$ cat config.mk
export PLATFORM = sky130hd
export DESIGN_NAME = osc_ctrl
export DESIGN_NICKNAME = d
export VERILOG_FILES = /design/src/osc_pkg.sv /design/src/osc_ctrl.sv
export SDC_FILE = /design/constraint.sdc
export NUM_CORES = 1
export LEC_CHECK = 0
export BUFFER_PORTS_ARGS = -buffer_cell sky130_fd_sc_hd__buf_2
export CORE_ASPECT_RATIO = 1.4
export CORE_MARGIN = 5
export CORE_UTILIZATION = 48
export DETAILED_ROUTE_END_ITERATION = 10
export PLACE_DENSITY_LB_ADDON = 0.2
export SETUP_SLACK_MARGIN = 0.2
export SYNTH_ARGS = -nofsm -noshare
export SYNTH_HDL_FRONTEND = slang
export SYNTH_SLANG_ARGS = --single-unit
export TNS_END_PERCENT = 50
$ cat constraint.sdc
create_clock -name clk_in -period 2 [get_ports clk_in]
set_clock_uncertainty 0.15 [all_clocks]
set_input_delay 0.3 -clock clk_in [delete_from_list [all_inputs] [get_ports clk_in]]
set_output_delay 0.3 -clock clk_in [all_outputs]
set_load 0.01 [all_outputs]
$ cat src/osc_pkg.sv
// Purpose: Shared constants for the oscillator and system clock control block.
// Assumes: Registers are 32-bit words at byte addresses on an Avalon-MM slave.
// Notes:   Field positions are bit indexes inside each register word.
package osc_pkg;
  // Register byte offsets.
  localparam logic [4:0] CTL0_OFS   = 5'h00;
  localparam logic [4:0] CFG0_OFS   = 5'h04;
  localparam logic [4:0] INT_OFS    = 5'h08;
  localparam logic [4:0] BDCTL_OFS  = 5'h0C;
  localparam logic [4:0] RSTSCK_OFS = 5'h10;
  localparam logic [4:0] ADDCTL_OFS = 5'h14;
  localparam logic [4:0] DSV_OFS    = 5'h18;
  localparam logic [4:0] VKEY_OFS   = 5'h1C;
  // Control register zero fields.
  localparam int RC8EN  = 0;
  localparam int RC8STB = 1;
  localparam int HEN    = 16;
  localparam int HSTB   = 17;
  localparam int HBPS   = 18;
  localparam int MON_EN  = 19;
  localparam int PLL_ON  = 24;
  localparam int PLL_RDY = 25;
  // Configuration register zero fields.
  localparam int SW_REQ = 0;
  localparam int SCSS   = 2;
  localparam int COSEL  = 24;
  localparam int CODIV  = 28;
  localparam int PLL_FULL = 31;
  // Interrupt register: sticky flags, interrupt enables, then write-one clear bits.
  localparam int RC40F  = 0;
  localparam int LXF    = 1;
  localparam int RC48F  = 2;
  localparam int CKMF   = 7;
  localparam int RC40IE = 8;
  localparam int LXIE   = 9;
  localparam int CLR    = 16;
  // Enable, stable and option bits of the smaller registers.
  localparam int EN     = 0;
  localparam int STB    = 1;
  localparam int OPT    = 2;
  // System clock switch codes.
  localparam logic [1:0] SW_RC8 = 2'h0;
  localparam logic [1:0] SW_HX  = 2'h1;
  localparam logic [1:0] SW_PLL = 2'h2;
  // Reference input codes of the phase locked loop.
  localparam logic [1:0] PS_RC8  = 2'h0;
  localparam logic [1:0] PS_HX   = 2'h1;
  localparam logic [1:0] PS_RC48 = 2'h2;
  // Clock output source codes.
  localparam logic [2:0] CO_RC28 = 3'h1;
  localparam logic [2:0] CO_RC40 = 3'h2;
  localparam logic [2:0] CO_LX   = 3'h3;
  localparam logic [2:0] CO_SYS  = 3'h4;
  localparam logic [2:0] CO_RC8  = 3'h5;
  localparam logic [2:0] CO_HX   = 3'h6;
  localparam logic [2:0] CO_PLL  = 3'h7;
  // Unlock key of the deep-sleep voltage register.
  localparam logic [31:0] VKEY_VAL = 32'h1A2B3C4D;
  // Crystal monitor stuck timeout in cycles.
  localparam int CKM_TIMEOUT_CYC = 64;
endpackage

$ cat src/osc_ctrl.sv
// Purpose: Oscillator enables, stable flags, system clock switching, crystal
//          monitor, clock output and deep-sleep voltage key protection.
// Assumes: Oscillator clocks arrive as levels synchronous to clk_in.
// Notes:   Avalon-MM slave, every access answers one cycle after it starts.
//
// Decided for this implementation: the Avalon-MM register port.
`timescale 1ns/100ps
module osc_ctrl #(
  parameter int CKM_TIMEOUT = osc_pkg::CKM_TIMEOUT_CYC
) (
  input  wire logic        clk_in,
  input  wire logic        reset_n_in,
  input  wire logic [4:0]  avs_address_in,
  input  wire logic        avs_read_in,
  input  wire logic        avs_write_in,
  input  wire logic [31:0] avs_writedata_in,
  input  wire logic [3:0]  avs_byteenable_in,
  output logic [31:0]      avs_readdata_out,
  output logic             avs_waitrequest_out,
  input  wire logic        rc8_ready_in,
  input  wire logic        hx_ready_in,
  input  wire logic        pll_lock_in,
  input  wire logic        rc48_ready_in,
  input  wire logic        lx_ready_in,
  input  wire logic        rc40_ready_in,
  input  wire logic [1:0]  pll_src_in,
  input  wire logic        clk_rc28_in,
  input  wire logic        clk_rc40_in,
  input  wire logic        clk_lx_osc_in,
  input  wire logic        clk_lx_pin_in,
  input  wire logic        clk_rc8_in,
  input  wire logic        clk_hx_in,
  input  wire logic        clk_pll_in,
  input  wire logic        clk_sys_in,
  input  wire logic        deep_sleep_in,
  input  wire logic        standby_in,
  input  wire logic        cec_lx_sel_in,
  input  wire logic        usart_lx_sel_in,
  input  wire logic        cec_wake_in,
  input  wire logic        usart_wake_in,
  input  wire logic        cec_rc8_req_in,
  input  wire logic        usart_rc8_req_in,
  output logic             rc8_on_out,
  output logic             hx_on_out,
  output logic             hx_bypass_out,
  output logic             pll_on_out,
  output logic             rc48_on_out,
  output logic             lx_on_out,
  output logic             rc40_on_out,
  output logic             lx_clk_out,
  output logic [1:0]       sysclk_sel_out,
  output logic             clock_output_out,
  output logic             stb_irq_out,
  output logic             nmi_out,
  output logic             wake_out,
  output logic [1:0]       dsv_out
);

  // Elaboration check: the stuck counter is 16 bits and needs two cycles.
  if (CKM_TIMEOUT < 2 || CKM_TIMEOUT > 65535) begin : g_bad_timeout
    $error("CKM_TIMEOUT out of range");
  end

  localparam logic [15:0] CKM_LIM = 16'(CKM_TIMEOUT);

  typedef struct packed {
    logic        ack;
    logic [31:0] rdata;
    logic        rc8en;
    logic        hen;
    logic        hbps;
    logic        mon_en;
    logic        pll_on;
    logic        rc48en;
    logic        rc48ie;
    logic        rc48f;
    logic        lxen;
    logic        lxbps;
    logic        lxie;
    logic        lxf;
    logic        rc40en;
    logic        rc40ie;
    logic        rc40f;
    logic        mon_flag;
    logic        nmi;
    logic [1:0]  sw_req;
    logic [1:0]  scss;
    logic        pll_full;
    logic [2:0]  codiv;
    logic [2:0]  cosel;
    logic [1:0]  dsv;
    logic        unlock;
    logic        sleep_d;
    logic [2:0]  stb_d;
    logic        hx_d;
    logic [15:0] stuck;
    logic        src_d;
    logic [6:0]  div_cnt;
    logic        pll_d;
    logic        pll_half;
    logic        ckout;
  } osc_state_t;

  osc_state_t st_reg;
  osc_state_t st_next;

  // Stable flags follow enable and the oscillator's own ready indication.
  logic rc8_stb;
  logic hx_stb;
  logic pll_stb;
  logic rc48_stb;
  logic lx_stb;
  logic rc40_stb;
  logic in_sleep;
  logic rc8_run;
  logic lx_clk;
  logic sel_src;
  logic [31:0] wmask;
  logic [31:0] wd;
  logic wr;
  logic rd;

  assign in_sleep = deep_sleep_in | standby_in;
  // Monitor or a wake peripheral in deep-sleep keeps the 8 MHz RC alive.
  assign rc8_run  = st_reg.rc8en | st_reg.mon_en
                  | (deep_sleep_in & (cec_rc8_req_in | usart_rc8_req_in));
  assign rc8_stb  = rc8_run & rc8_ready_in;
  assign hx_stb   = st_reg.hen & hx_ready_in;
  assign pll_stb  = st_reg.pll_on & pll_lock_in;
  assign rc48_stb = st_reg.rc48en & rc48_ready_in;
  assign lx_stb   = st_reg.lxen & lx_ready_in;
  assign rc40_stb = st_reg.rc40en & rc40_ready_in;
  // Bypass with enable routes the external pin clock straight through.
  assign lx_clk   = st_reg.lxen & (st_reg.lxbps ? clk_lx_pin_in : clk_lx_osc_in);
  assign rd       = avs_read_in & ~avs_write_in;
  assign wr       = avs_write_in & ~avs_read_in;
  assign wd       = avs_writedata_in;
  assign wmask    = {{8{avs_byteenable_in[3]}}, {8{avs_byteenable_in[2]}},
                     {8{avs_byteenable_in[1]}}, {8{avs_byteenable_in[0]}}};

  // Clock output source mux.
  always_comb begin
    unique case (st_reg.cosel)
      osc_pkg::CO_RC28: sel_src = clk_rc28_in;
      osc_pkg::CO_RC40: sel_src = clk_rc40_in;
      osc_pkg::CO_LX:   sel_src = lx_clk;
      osc_pkg::CO_SYS:  sel_src = clk_sys_in;
      osc_pkg::CO_RC8:  sel_src = clk_rc8_in;
      osc_pkg::CO_HX:   sel_src = clk_hx_in;
      osc_pkg::CO_PLL:  sel_src = st_reg.pll_full ? clk_pll_in : st_reg.pll_half;
      default:          sel_src = 1'b0;
    endcase
  end

  // Next-state logic for bus, oscillators, switching, monitor and output.
  always_comb begin
    logic        go;
    logic        hx_used;
    logic        fail;
    logic        tgt_ok;
    logic [31:0] m;
    go      = 1'b0;
    hx_used = 1'b0;
    fail    = 1'b0;
    tgt_ok  = 1'b0;
    m       = 32'h0000_0000;
    st_next = st_reg;
    st_next.nmi = 1'b0;
    // A request is taken on the cycle before its acknowledge is high.
    st_next.ack = (rd | wr) & ~st_reg.ack;
    go = (rd | wr) & ~st_reg.ack;
    m  = wd & wmask;
    if (go && wr) begin
      unique case (avs_address_in)
        osc_pkg::CTL0_OFS: begin
          if (avs_byteenable_in[0]) begin
            // Clearing the 8 MHz RC is refused while it feeds the system or PLL.
            if (m[osc_pkg::RC8EN] || !(st_reg.scss == osc_pkg::SW_RC8 ||
                (st_reg.pll_on && pll_src_in == osc_pkg::PS_RC8))) begin
              st_next.rc8en = m[osc_pkg::RC8EN];
            end
          end
          if (avs_byteenable_in[2]) begin
            if (m[osc_pkg::HEN] || !(st_reg.scss == osc_pkg::SW_HX ||
                (st_reg.pll_on && pll_src_in == osc_pkg::PS_HX))) begin
              st_next.hen = m[osc_pkg::HEN];
            end
            if (!st_reg.hen) begin
              st_next.hbps = m[osc_pkg::HBPS];
            end
            st_next.mon_en = m[osc_pkg::MON_EN];
          end
          if (avs_byteenable_in[3]) begin
            if (m[osc_pkg::PLL_ON] || st_reg.scss != osc_pkg::SW_PLL) begin
              st_next.pll_on = m[osc_pkg::PLL_ON];
            end
          end
        end
        osc_pkg::CFG0_OFS: begin
          if (avs_byteenable_in[0]) begin
            st_next.sw_req = m[osc_pkg::SW_REQ +: 2];
          end
          if (avs_byteenable_in[3]) begin
            st_next.cosel = m[osc_pkg::COSEL +: 3];
            st_next.codiv = m[osc_pkg::CODIV +: 3];
            st_next.pll_full = m[osc_pkg::PLL_FULL];
          end
        end
        osc_pkg::INT_OFS: begin
          if (avs_byteenable_in[1]) begin
            st_next.rc40ie = m[osc_pkg::RC40IE];
            st_next.lxie   = m[osc_pkg::LXIE];
          end
          if (m[osc_pkg::CLR + osc_pkg::RC40F]) st_next.rc40f = 1'b0;
          if (m[osc_pkg::CLR + osc_pkg::LXF])   st_next.lxf   = 1'b0;
          if (m[osc_pkg::CLR + osc_pkg::RC48F]) st_next.rc48f = 1'b0;
          if (m[osc_pkg::CLR + osc_pkg::CKMF])  st_next.mon_flag = 1'b0;
        end
        osc_pkg::BDCTL_OFS: begin
          if (avs_byteenable_in[0]) begin
            st_next.lxen  = m[osc_pkg::EN];
            st_next.lxbps = m[osc_pkg::OPT];
          end
        end
        osc_pkg::RSTSCK_OFS: begin
          if (avs_byteenable_in[0]) begin
            st_next.rc40en = m[osc_pkg::EN];
          end
        end
        osc_pkg::ADDCTL_OFS: begin
          if (avs_byteenable_in[0]) begin
            if (m[osc_pkg::EN] || !(st_reg.pll_on && pll_src_in == osc_pkg::PS_RC48)) begin
              st_next.rc48en = m[osc_pkg::EN];
            end
            st_next.rc48ie = m[osc_pkg::OPT];
          end
        end
        osc_pkg::DSV_OFS: begin
          // A write is taken only while unlocked, and it uses up the key.
          if (st_reg.unlock && avs_byteenable_in[0]) begin
            st_next.dsv = m[1:0];
          end
          st_next.unlock = 1'b0;
        end
        osc_pkg::VKEY_OFS: begin
          st_next.unlock = (wd == osc_pkg::VKEY_VAL) && (avs_byteenable_in == 4'hF);
        end
        default: begin
        end
      endcase
    end
    // Read data, registered with the acknowledge.
    st_next.rdata = 32'h0000_0000;
    if (go && rd) begin
      unique case (avs_address_in)
        osc_pkg::CTL0_OFS: begin
          st_next.rdata[osc_pkg::RC8EN]  = st_reg.rc8en;
          st_next.rdata[osc_pkg::RC8STB] = rc8_stb;
          st_next.rdata[osc_pkg::HEN]    = st_reg.hen;
          st_next.rdata[osc_pkg::HSTB]   = hx_stb;
          st_next.rdata[osc_pkg::HBPS]   = st_reg.hbps;
          st_next.rdata[osc_pkg::MON_EN]  = st_reg.mon_en;
          st_next.rdata[osc_pkg::PLL_ON]  = st_reg.pll_on;
          st_next.rdata[osc_pkg::PLL_RDY] = pll_stb;
        end
        osc_pkg::CFG0_OFS: begin
          st_next.rdata[osc_pkg::SW_REQ +: 2] = st_reg.sw_req;
          st_next.rdata[osc_pkg::SCSS +: 2]  = st_reg.scss;
          st_next.rdata[osc_pkg::COSEL +: 3] = st_reg.cosel;
          st_next.rdata[osc_pkg::CODIV +: 3] = st_reg.codiv;
          st_next.rdata[osc_pkg::PLL_FULL]   = st_reg.pll_full;
        end
        osc_pkg::INT_OFS: begin
          st_next.rdata[osc_pkg::RC40F]  = st_reg.rc40f;
          st_next.rdata[osc_pkg::LXF]    = st_reg.lxf;
          st_next.rdata[osc_pkg::RC48F]  = st_reg.rc48f;
          st_next.rdata[osc_pkg::CKMF]   = st_reg.mon_flag;
          st_next.rdata[osc_pkg::RC40IE] = st_reg.rc40ie;
          st_next.rdata[osc_pkg::LXIE]   = st_reg.lxie;
        end
        osc_pkg::BDCTL_OFS: begin
          st_next.rdata[2:0] = {st_reg.lxbps, lx_stb, st_reg.lxen};
        end
        osc_pkg::RSTSCK_OFS: begin
          st_next.rdata[1:0] = {rc40_stb, st_reg.rc40en};
        end
        osc_pkg::ADDCTL_OFS: begin
          st_next.rdata[2:0] = {st_reg.rc48ie, rc48_stb, st_reg.rc48en};
        end
        osc_pkg::DSV_OFS: begin
          st_next.rdata[1:0] = st_reg.dsv;
        end
        default: begin
        end
      endcase
    end
    // Sticky stable flags: a new rising stable wins over a clear.
    st_next.stb_d = {rc48_stb, lx_stb, rc40_stb};
    if (rc48_stb && !st_reg.stb_d[2]) st_next.rc48f = 1'b1;
    if (lx_stb && !st_reg.stb_d[1])   st_next.lxf   = 1'b1;
    if (rc40_stb && !st_reg.stb_d[0]) st_next.rc40f = 1'b1;
    // Crystal monitor: count cycles without a crystal edge.
    st_next.hx_d = clk_hx_in;
    if (!st_reg.mon_en || !hx_stb || clk_hx_in != st_reg.hx_d) begin
      st_next.stuck = 16'h0000;
    end else if (st_reg.stuck != CKM_LIM) begin
      st_next.stuck = st_reg.stuck + 16'h0001;
    end
    fail    = st_reg.mon_en && hx_stb && st_reg.stuck == CKM_LIM;
    hx_used = st_reg.scss == osc_pkg::SW_HX ||
              (st_reg.pll_on && pll_src_in == osc_pkg::PS_HX);
    if (fail) begin
      st_next.hen      = 1'b0;
      st_next.mon_flag = 1'b1;
      st_next.nmi      = 1'b1;
      st_next.rc8en    = 1'b1;
      if (hx_used) begin
        st_next.scss   = osc_pkg::SW_RC8;
        st_next.pll_on = 1'b0;
      end
    end else begin
      // Switch only once the target is stable; a stuck crystal holds RC8.
      // A crystal or PLL target being switched off in this same cycle is not taken.
      unique case (st_reg.sw_req)
        osc_pkg::SW_RC8: tgt_ok = rc8_stb;
        osc_pkg::SW_HX:  tgt_ok = hx_stb && st_next.hen && !st_reg.mon_flag;
        osc_pkg::SW_PLL: tgt_ok = pll_stb && st_next.pll_on &&
                                  !(st_reg.mon_flag && pll_src_in == osc_pkg::PS_HX);
        default:         tgt_ok = 1'b0;
      endcase
      if (tgt_ok) begin
        st_next.scss = st_reg.sw_req;
      end
    end
    // Entering deep-sleep or standby stops crystal and PLL; leaving wakes RC8.
    st_next.sleep_d = in_sleep;
    if (in_sleep && !st_reg.sleep_d) begin
      st_next.pll_on = 1'b0;
      st_next.hen    = 1'b0;
      st_next.scss   = osc_pkg::SW_RC8;
      st_next.sw_req = osc_pkg::SW_RC8;
    end else if (!in_sleep && st_reg.sleep_d) begin
      st_next.rc8en = 1'b1;
    end
    // Output divider counts rising edges of the selected source.
    st_next.pll_d = clk_pll_in;
    if (clk_pll_in && !st_reg.pll_d) begin
      st_next.pll_half = ~st_reg.pll_half;
    end
    st_next.src_d = sel_src;
    if (sel_src && !st_reg.src_d) begin
      st_next.div_cnt = st_reg.div_cnt + 7'h01;
    end
    if (st_reg.cosel == 3'h0) begin
      st_next.ckout = 1'b0;
    end else if (st_reg.codiv == 3'h0) begin
      st_next.ckout = sel_src;
    end else begin
      st_next.ckout = st_reg.div_cnt[st_reg.codiv - 3'h1];
    end
  end

  // State register.
  always_ff @(posedge clk_in or negedge reset_n_in) begin
    if (!reset_n_in) begin
      st_reg       <= '0;
      st_reg.rc8en <= 1'b1;
    end else begin
      st_reg <= st_next;
    end
  end

  // Outputs.
  assign avs_waitrequest_out = (avs_read_in | avs_write_in) & ~st_reg.ack;
  assign avs_readdata_out    = st_reg.rdata;
  assign rc8_on_out          = rc8_run;
  assign hx_on_out           = st_reg.hen;
  assign hx_bypass_out       = st_reg.hbps;
  assign pll_on_out          = st_reg.pll_on;
  assign rc48_on_out         = st_reg.rc48en;
  assign lx_on_out           = st_reg.lxen;
  assign rc40_on_out         = st_reg.rc40en;
  assign lx_clk_out          = lx_clk;
  assign sysclk_sel_out      = st_reg.scss;
  assign clock_output_out    = st_reg.ckout;
  assign nmi_out             = st_reg.nmi;
  assign dsv_out             = st_reg.dsv;
  assign stb_irq_out = (st_reg.rc48f & st_reg.rc48ie) | (st_reg.lxf & st_reg.lxie)
                     | (st_reg.rc40f & st_reg.rc40ie);
  // Wake only from peripherals clocked by an enabled low crystal.
  assign wake_out = deep_sleep_in & st_reg.lxen
                  & ((cec_wake_in & cec_lx_sel_in) | (usart_wake_in & usart_lx_sel_in));

endmodule

Word level (Yosys, flattened, before mapping)
Cells that the tools add are included.
{"block": "totals", "ff_bits": 82, "input_bits": 69, "output_inout_bits": 49}
{"block": "op_classes", "addsub": 3, "order_cmp": 1, "n_eq_ne": 26, "n_mux": 68, "bitwise": 34, "n_reduce_logical": 83}
{"op": "$mux W16", "count": 3}
{"op": "$reduce_and A3 Y1", "count": 12}
{"op": "$reduce_bool A2 Y1", "count": 17}
{"op": "$mux W1", "count": 33}
{"op": "$and A32 B32 Y32", "count": 1}
{"op": "$eq A32 B29 Y1 const B", "count": 1}
{"op": "$mux W2", "count": 13}
{"op": "$mux W4", "count": 6}
{"op": "$logic_and A1 B1 Y1", "count": 21}
{"op": "$eq A5 B5 Y1 const B", "count": 4}
{"op": "$and A1 B1 Y1", "count": 19}
{"op": "$add A16 B1 Y16 const B", "count": 1}
{"op": "$eq A16 B7 Y1 const B", "count": 1}
{"op": "$ne A16 B7 Y1 const B", "count": 1}
{"op": "$mux W3", "count": 5}
{"op": "$logic_not A1 Y1", "count": 14}
{"op": "$pmux W2 S7", "count": 1}
{"op": "$eq A3 B3 Y1 const B", "count": 4}
{"op": "$eq A5 B4 Y1 const B", "count": 2}
{"op": "$or A1 B1 Y1", "count": 9}
{"op": "$logic_or A1 B1 Y1", "count": 8}
{"op": "$reduce_and A4 Y1", "count": 2}
{"op": "$add A7 B1 Y7 const B", "count": 1}
{"op": "$pmux W1 S7", "count": 1}
{"op": "other kinds (23)", "count": 35}

Depth between registers and ports, before layout
{"block": "depth", "ltp_word": 16, "ltp_mapped": 7}

Worst setup path after synthesis
Ideal clock, no wire load.
{"block": "synth_path", "path_type": "register to register", "startpoint": "register st_reg[35] in the netlist's numbering", "endpoint": "register st_reg[8] in the netlist's numbering", "arrival_time_ns": 1.845, "required_time_ns": 1.727, "slack_ns": -0.118, "stages_incl_launch_ff": 7, "path_buffers": 1, "period_less_slack_ns": 2.118, "cell_sequence": "dfrtp_1 -> clkbuf_2 -> nor2b_1 -> a31oi_1 -> mux4_2 -> or4_4 -> xnor2_2"}
{"block": "synth_via", "elab_chain_cells": 3}
{"element": "start: declaration", "line_no": "osc_ctrl.sv:104", "text": "osc_state_t st_reg;"}
{"element": "start signal: assignment", "line_no": "osc_ctrl.sv:369", "text": "st_reg <= st_next;"}
{"element": "$eq A3 B3 Y1, or another cell as far along", "line_no": "osc_ctrl.sv:143", "text": "unique case (st_reg.cosel)"}
{"element": "$pmux W1 S7 *", "line_no": "osc_ctrl.sv:143"}
{"element": "$logic_and A1 B1 Y1 *", "line_no": "osc_ctrl.sv:351", "text": "if (sel_src && !st_reg.src_d) begin"}
Mark *: on every way between the ends. The rest lies on a longest branch, timed or not.
A chain may end at the register's enable or synchronous reset.

Final worst setup path
{"block": "layout_path", "startpoint": "register st_reg[53] in the netlist's numbering", "endpoint": "register st_reg[9] in the netlist's numbering"}
{"block": "layout_via", "elab_chain_cells": 4}
{"element": "$mux W1", "line_no": "osc_ctrl.sv:134", "text": "assign lx_clk = st_reg.lxen & (st_reg.lxbps ? clk_lx_pin_in : clk_lx_osc_in);"}
{"element": "$and A1 B1 Y1", "line_no": "osc_ctrl.sv:134"}
{"element": "$pmux W1 S7", "line_no": "osc_ctrl.sv:143"}
{"element": "$logic_and A1 B1 Y1", "line_no": "osc_ctrl.sv:351"}
No other way between the ends.

==> results.txt <==
Iteration-0 DRC Markers -> 243
WHS Path Cells -> 3
Post-synthesis simple-gate area fraction -> 22.15%
Final core utilization -> 64.39%
Ys flop type -> dfrtp_1
RSZ-0062 raised after global routing -> true
Largest net degree at the start of global routing -> 37
Max-cap violation count -> 0
HP Class -> in -> reg
Synth Area in XOR/XNOR -> 4.150%
Drt total wl -> 11880 um
Root Driver -> clkbuf_16
Leak -> 0.002866 uW
Core ar. -> 8977 um2
Measured slew at the worst slew-check pin -> 567.2 ps
Depth of the CTS H-tree -> 3
CTS tree -> yes
Cells after synthesis -> 433
Area share of the largest cell type after synthesis -> 46.37%
Clock Pin Slew Worst Setup and Hold Paths -> 60 ps
Synth top area cells -> dfrtp_1 46%, buf_4 6.2%, mux2_2 3.3%
# rows -> 41
Worst vdd ir -> 0.6960 mV
Slew Viols, Final -> 0
Reg2Reg Depth -> 5
Layout cells sized above 1 -> 39.18%
Die span in x -> 90.66 um
Power Total -> 4587 uW
Relative slew slack -> 62.10%
Status -> finished with violations
Via count -> 3748
Chip height -> 122.9 um
Post-DRT Antenna Nets -> 0
Ant diodes -> 0
Pwr per Cell Area -> 793.4 nW/um2
Fillers -> 734
Max frequency -> 475.0 MHz
Number of flops mapped to enable cells by yosys -> 0
Number of hold violations in the final report -> 0
Sequential-to-total area share from yosys stat -> 46.97%
Most frequent cells in the layout -> 102 x buf_2, 81 x dfrtp_1, 52 x buf_4
DRC -> 0
Mean post-synth cell area -> 10.10 um2
Async SR Flop Fraction -> 100.0%
Largest family of logic cells by synthesized area -> simple AND/OR/NAND/NOR gates
Adder-cell area share of the yosys netlist -> 2.290%
Clk sinks -> 82
Setup Viol. Count Final -> 5
CP Capture Type -> flip-flop
DP Wirelength -> 9131 um
Crit path launch type -> flip-flop
Total grt overflow -> 0
Gpl congestion -> 0.8815
Worst skew pair latency -> 340 ps
Routed len/inst -> 17.25 um
Port Buffer Count -> 103
Via density -> 5.440
Fin crit period -> 2105 ps
CP max FO -> 4
Cell variety after synth -> 55
Critical path class -> reg -> reg
GRT Overall Usage -> 21.83%
Post-synth top area cell -> dfrtp_1
Failing checks -> setup timing
Arrival @ worst endpoint -> 2170 ps
Flip-flop count of the largest register after layout -> 52
Data required time of the critical path -> 2070 ps
Starting Density -> 48.70%
Fin area -> 5781 um2
Layout area overhead -> 32.23%
First-pass GRT wire length -> 19300 um
Commonest non-fill, non-tap cell in the layout -> buf_2
FF+latch count, synth -> 82
Ports -> 118
Fin nets -> 655
Synth warn -> 0
Clock tree buffer depth -> 2
Antenna violations before repair -> 0
Synth Area in Compound Gates -> 8.615%
Vias in the first global route -> 3943
Final WS setup -> -105.2 ps
Num CTS Buffers -> 9
Multiplexer area fraction after synthesis -> 6.926%
Die ar. -> 11140 um2
Placement Cell Area -> 5211 um2
Tcrit/Tclk final -> 105.3%
Netlist Area Pre-Place -> 4372 um2
DRT Pass-1 Iters -> 5
Fin Setup TNS -> -235.5 ps
==> cell families (layout without fill, tap and decap cells) <==
family          after synthesis  count (layout)
simple gates                172             172
flops                        82              82
buf+inv                      66             202
mux                          26              26
compound gates               59              59
other cells                   1              14
xor+xnor                     19              19
fa+ha+maj                     8               8
==> power breakdown <==
part / switching [uW] / internal [uW] / total, uW
sequential: 152 / 1800 / 1960
clock: 643 / 1330 / 1980
combinational: 306 / 348 / 654
total: 1100 / 3490 / 4590
==> final timing paths <==
kind                            start                    to  slack (ps)
min in group asynchronous  reset_n_in  avs_readdata_out[26]         300
max reg2reg                st_reg[53]             st_reg[9]        -110
min                        standby_in            st_reg[31]          40
max                        st_reg[53]             st_reg[9]        -110
max in group asynchronous  reset_n_in            st_reg[62]         800
min reg2reg                st_reg[29]            st_reg[51]         310
==> synthesized netlist by cell type (all sizes together) (3+ instances only) <==
cell    number
clkbuf       4
or4          4
mux2i       10
o21ai       18
and2        10
a22o         3
ha           8
nor2b        5
a22oi        4
nand4b       3
a21oi        9
xor2        12
nor3        13
or3          5
nor4         6
nand2       30
and4b        4
a31oi        8
nand4        4
buf         38
a21o         3
and3        13
nor4bb       3
nand2b       4
a32oi        3
dfrtp       81
nor2        31
mux2        14
or4b         3
xnor2        7
o211ai       3
inv         24
nor4b        3
nand3       27
==> layer usage <==
layer,up-vias,track usage [%],part of all wire [%]
met3,18,5.052,5.8
met2,105,37.55,53
met1,1843,26.36,38
li1,1782,-,-
met4,0,9.125,2.7
met5,-,0,0
==> repair_timing <==
action	4_1_cts	5_1_grt
hold buffers	3	0
hold endpoints to repair	33	0
setup buffers	2	4
resized for setup	16	15
setup endpoints to repair	20	25
pin swaps	14	12
==> cell type report <==
type	instances	area [um2]	share of cell area [%]
multi-input cells	298	2138	36.99
flip-flops and latches	82	2053	35.52
repair buffers	163	1007	17.42
clock buffers	9	225.2	3.896
well taps	107	133.9	2.316
clock inverters	6	130.1	2.251
inverters	24	92.59	1.602
==> worst max-delay path: stages (launching register included) <==
cell and delay (ps):
dfrtp_1 390, mux2_4 210, a31oi_1 70, mux4_2 510
or4_4 510, xnor2_2 140
==> per-stage QoR <==
step	worst slack (ps)	instances	hold slack, ps
after CTS	-102.5	685	26.35
after global routing	-148.7	689	38.73
after floorplan	-77.10	446	-145.6
after global placement	-55.40	665	112.6
final	-105.2	689	36.20
after detailed placement	-93.00	665	115.2
No activity file was read; power rests on OpenSTA's default activity.
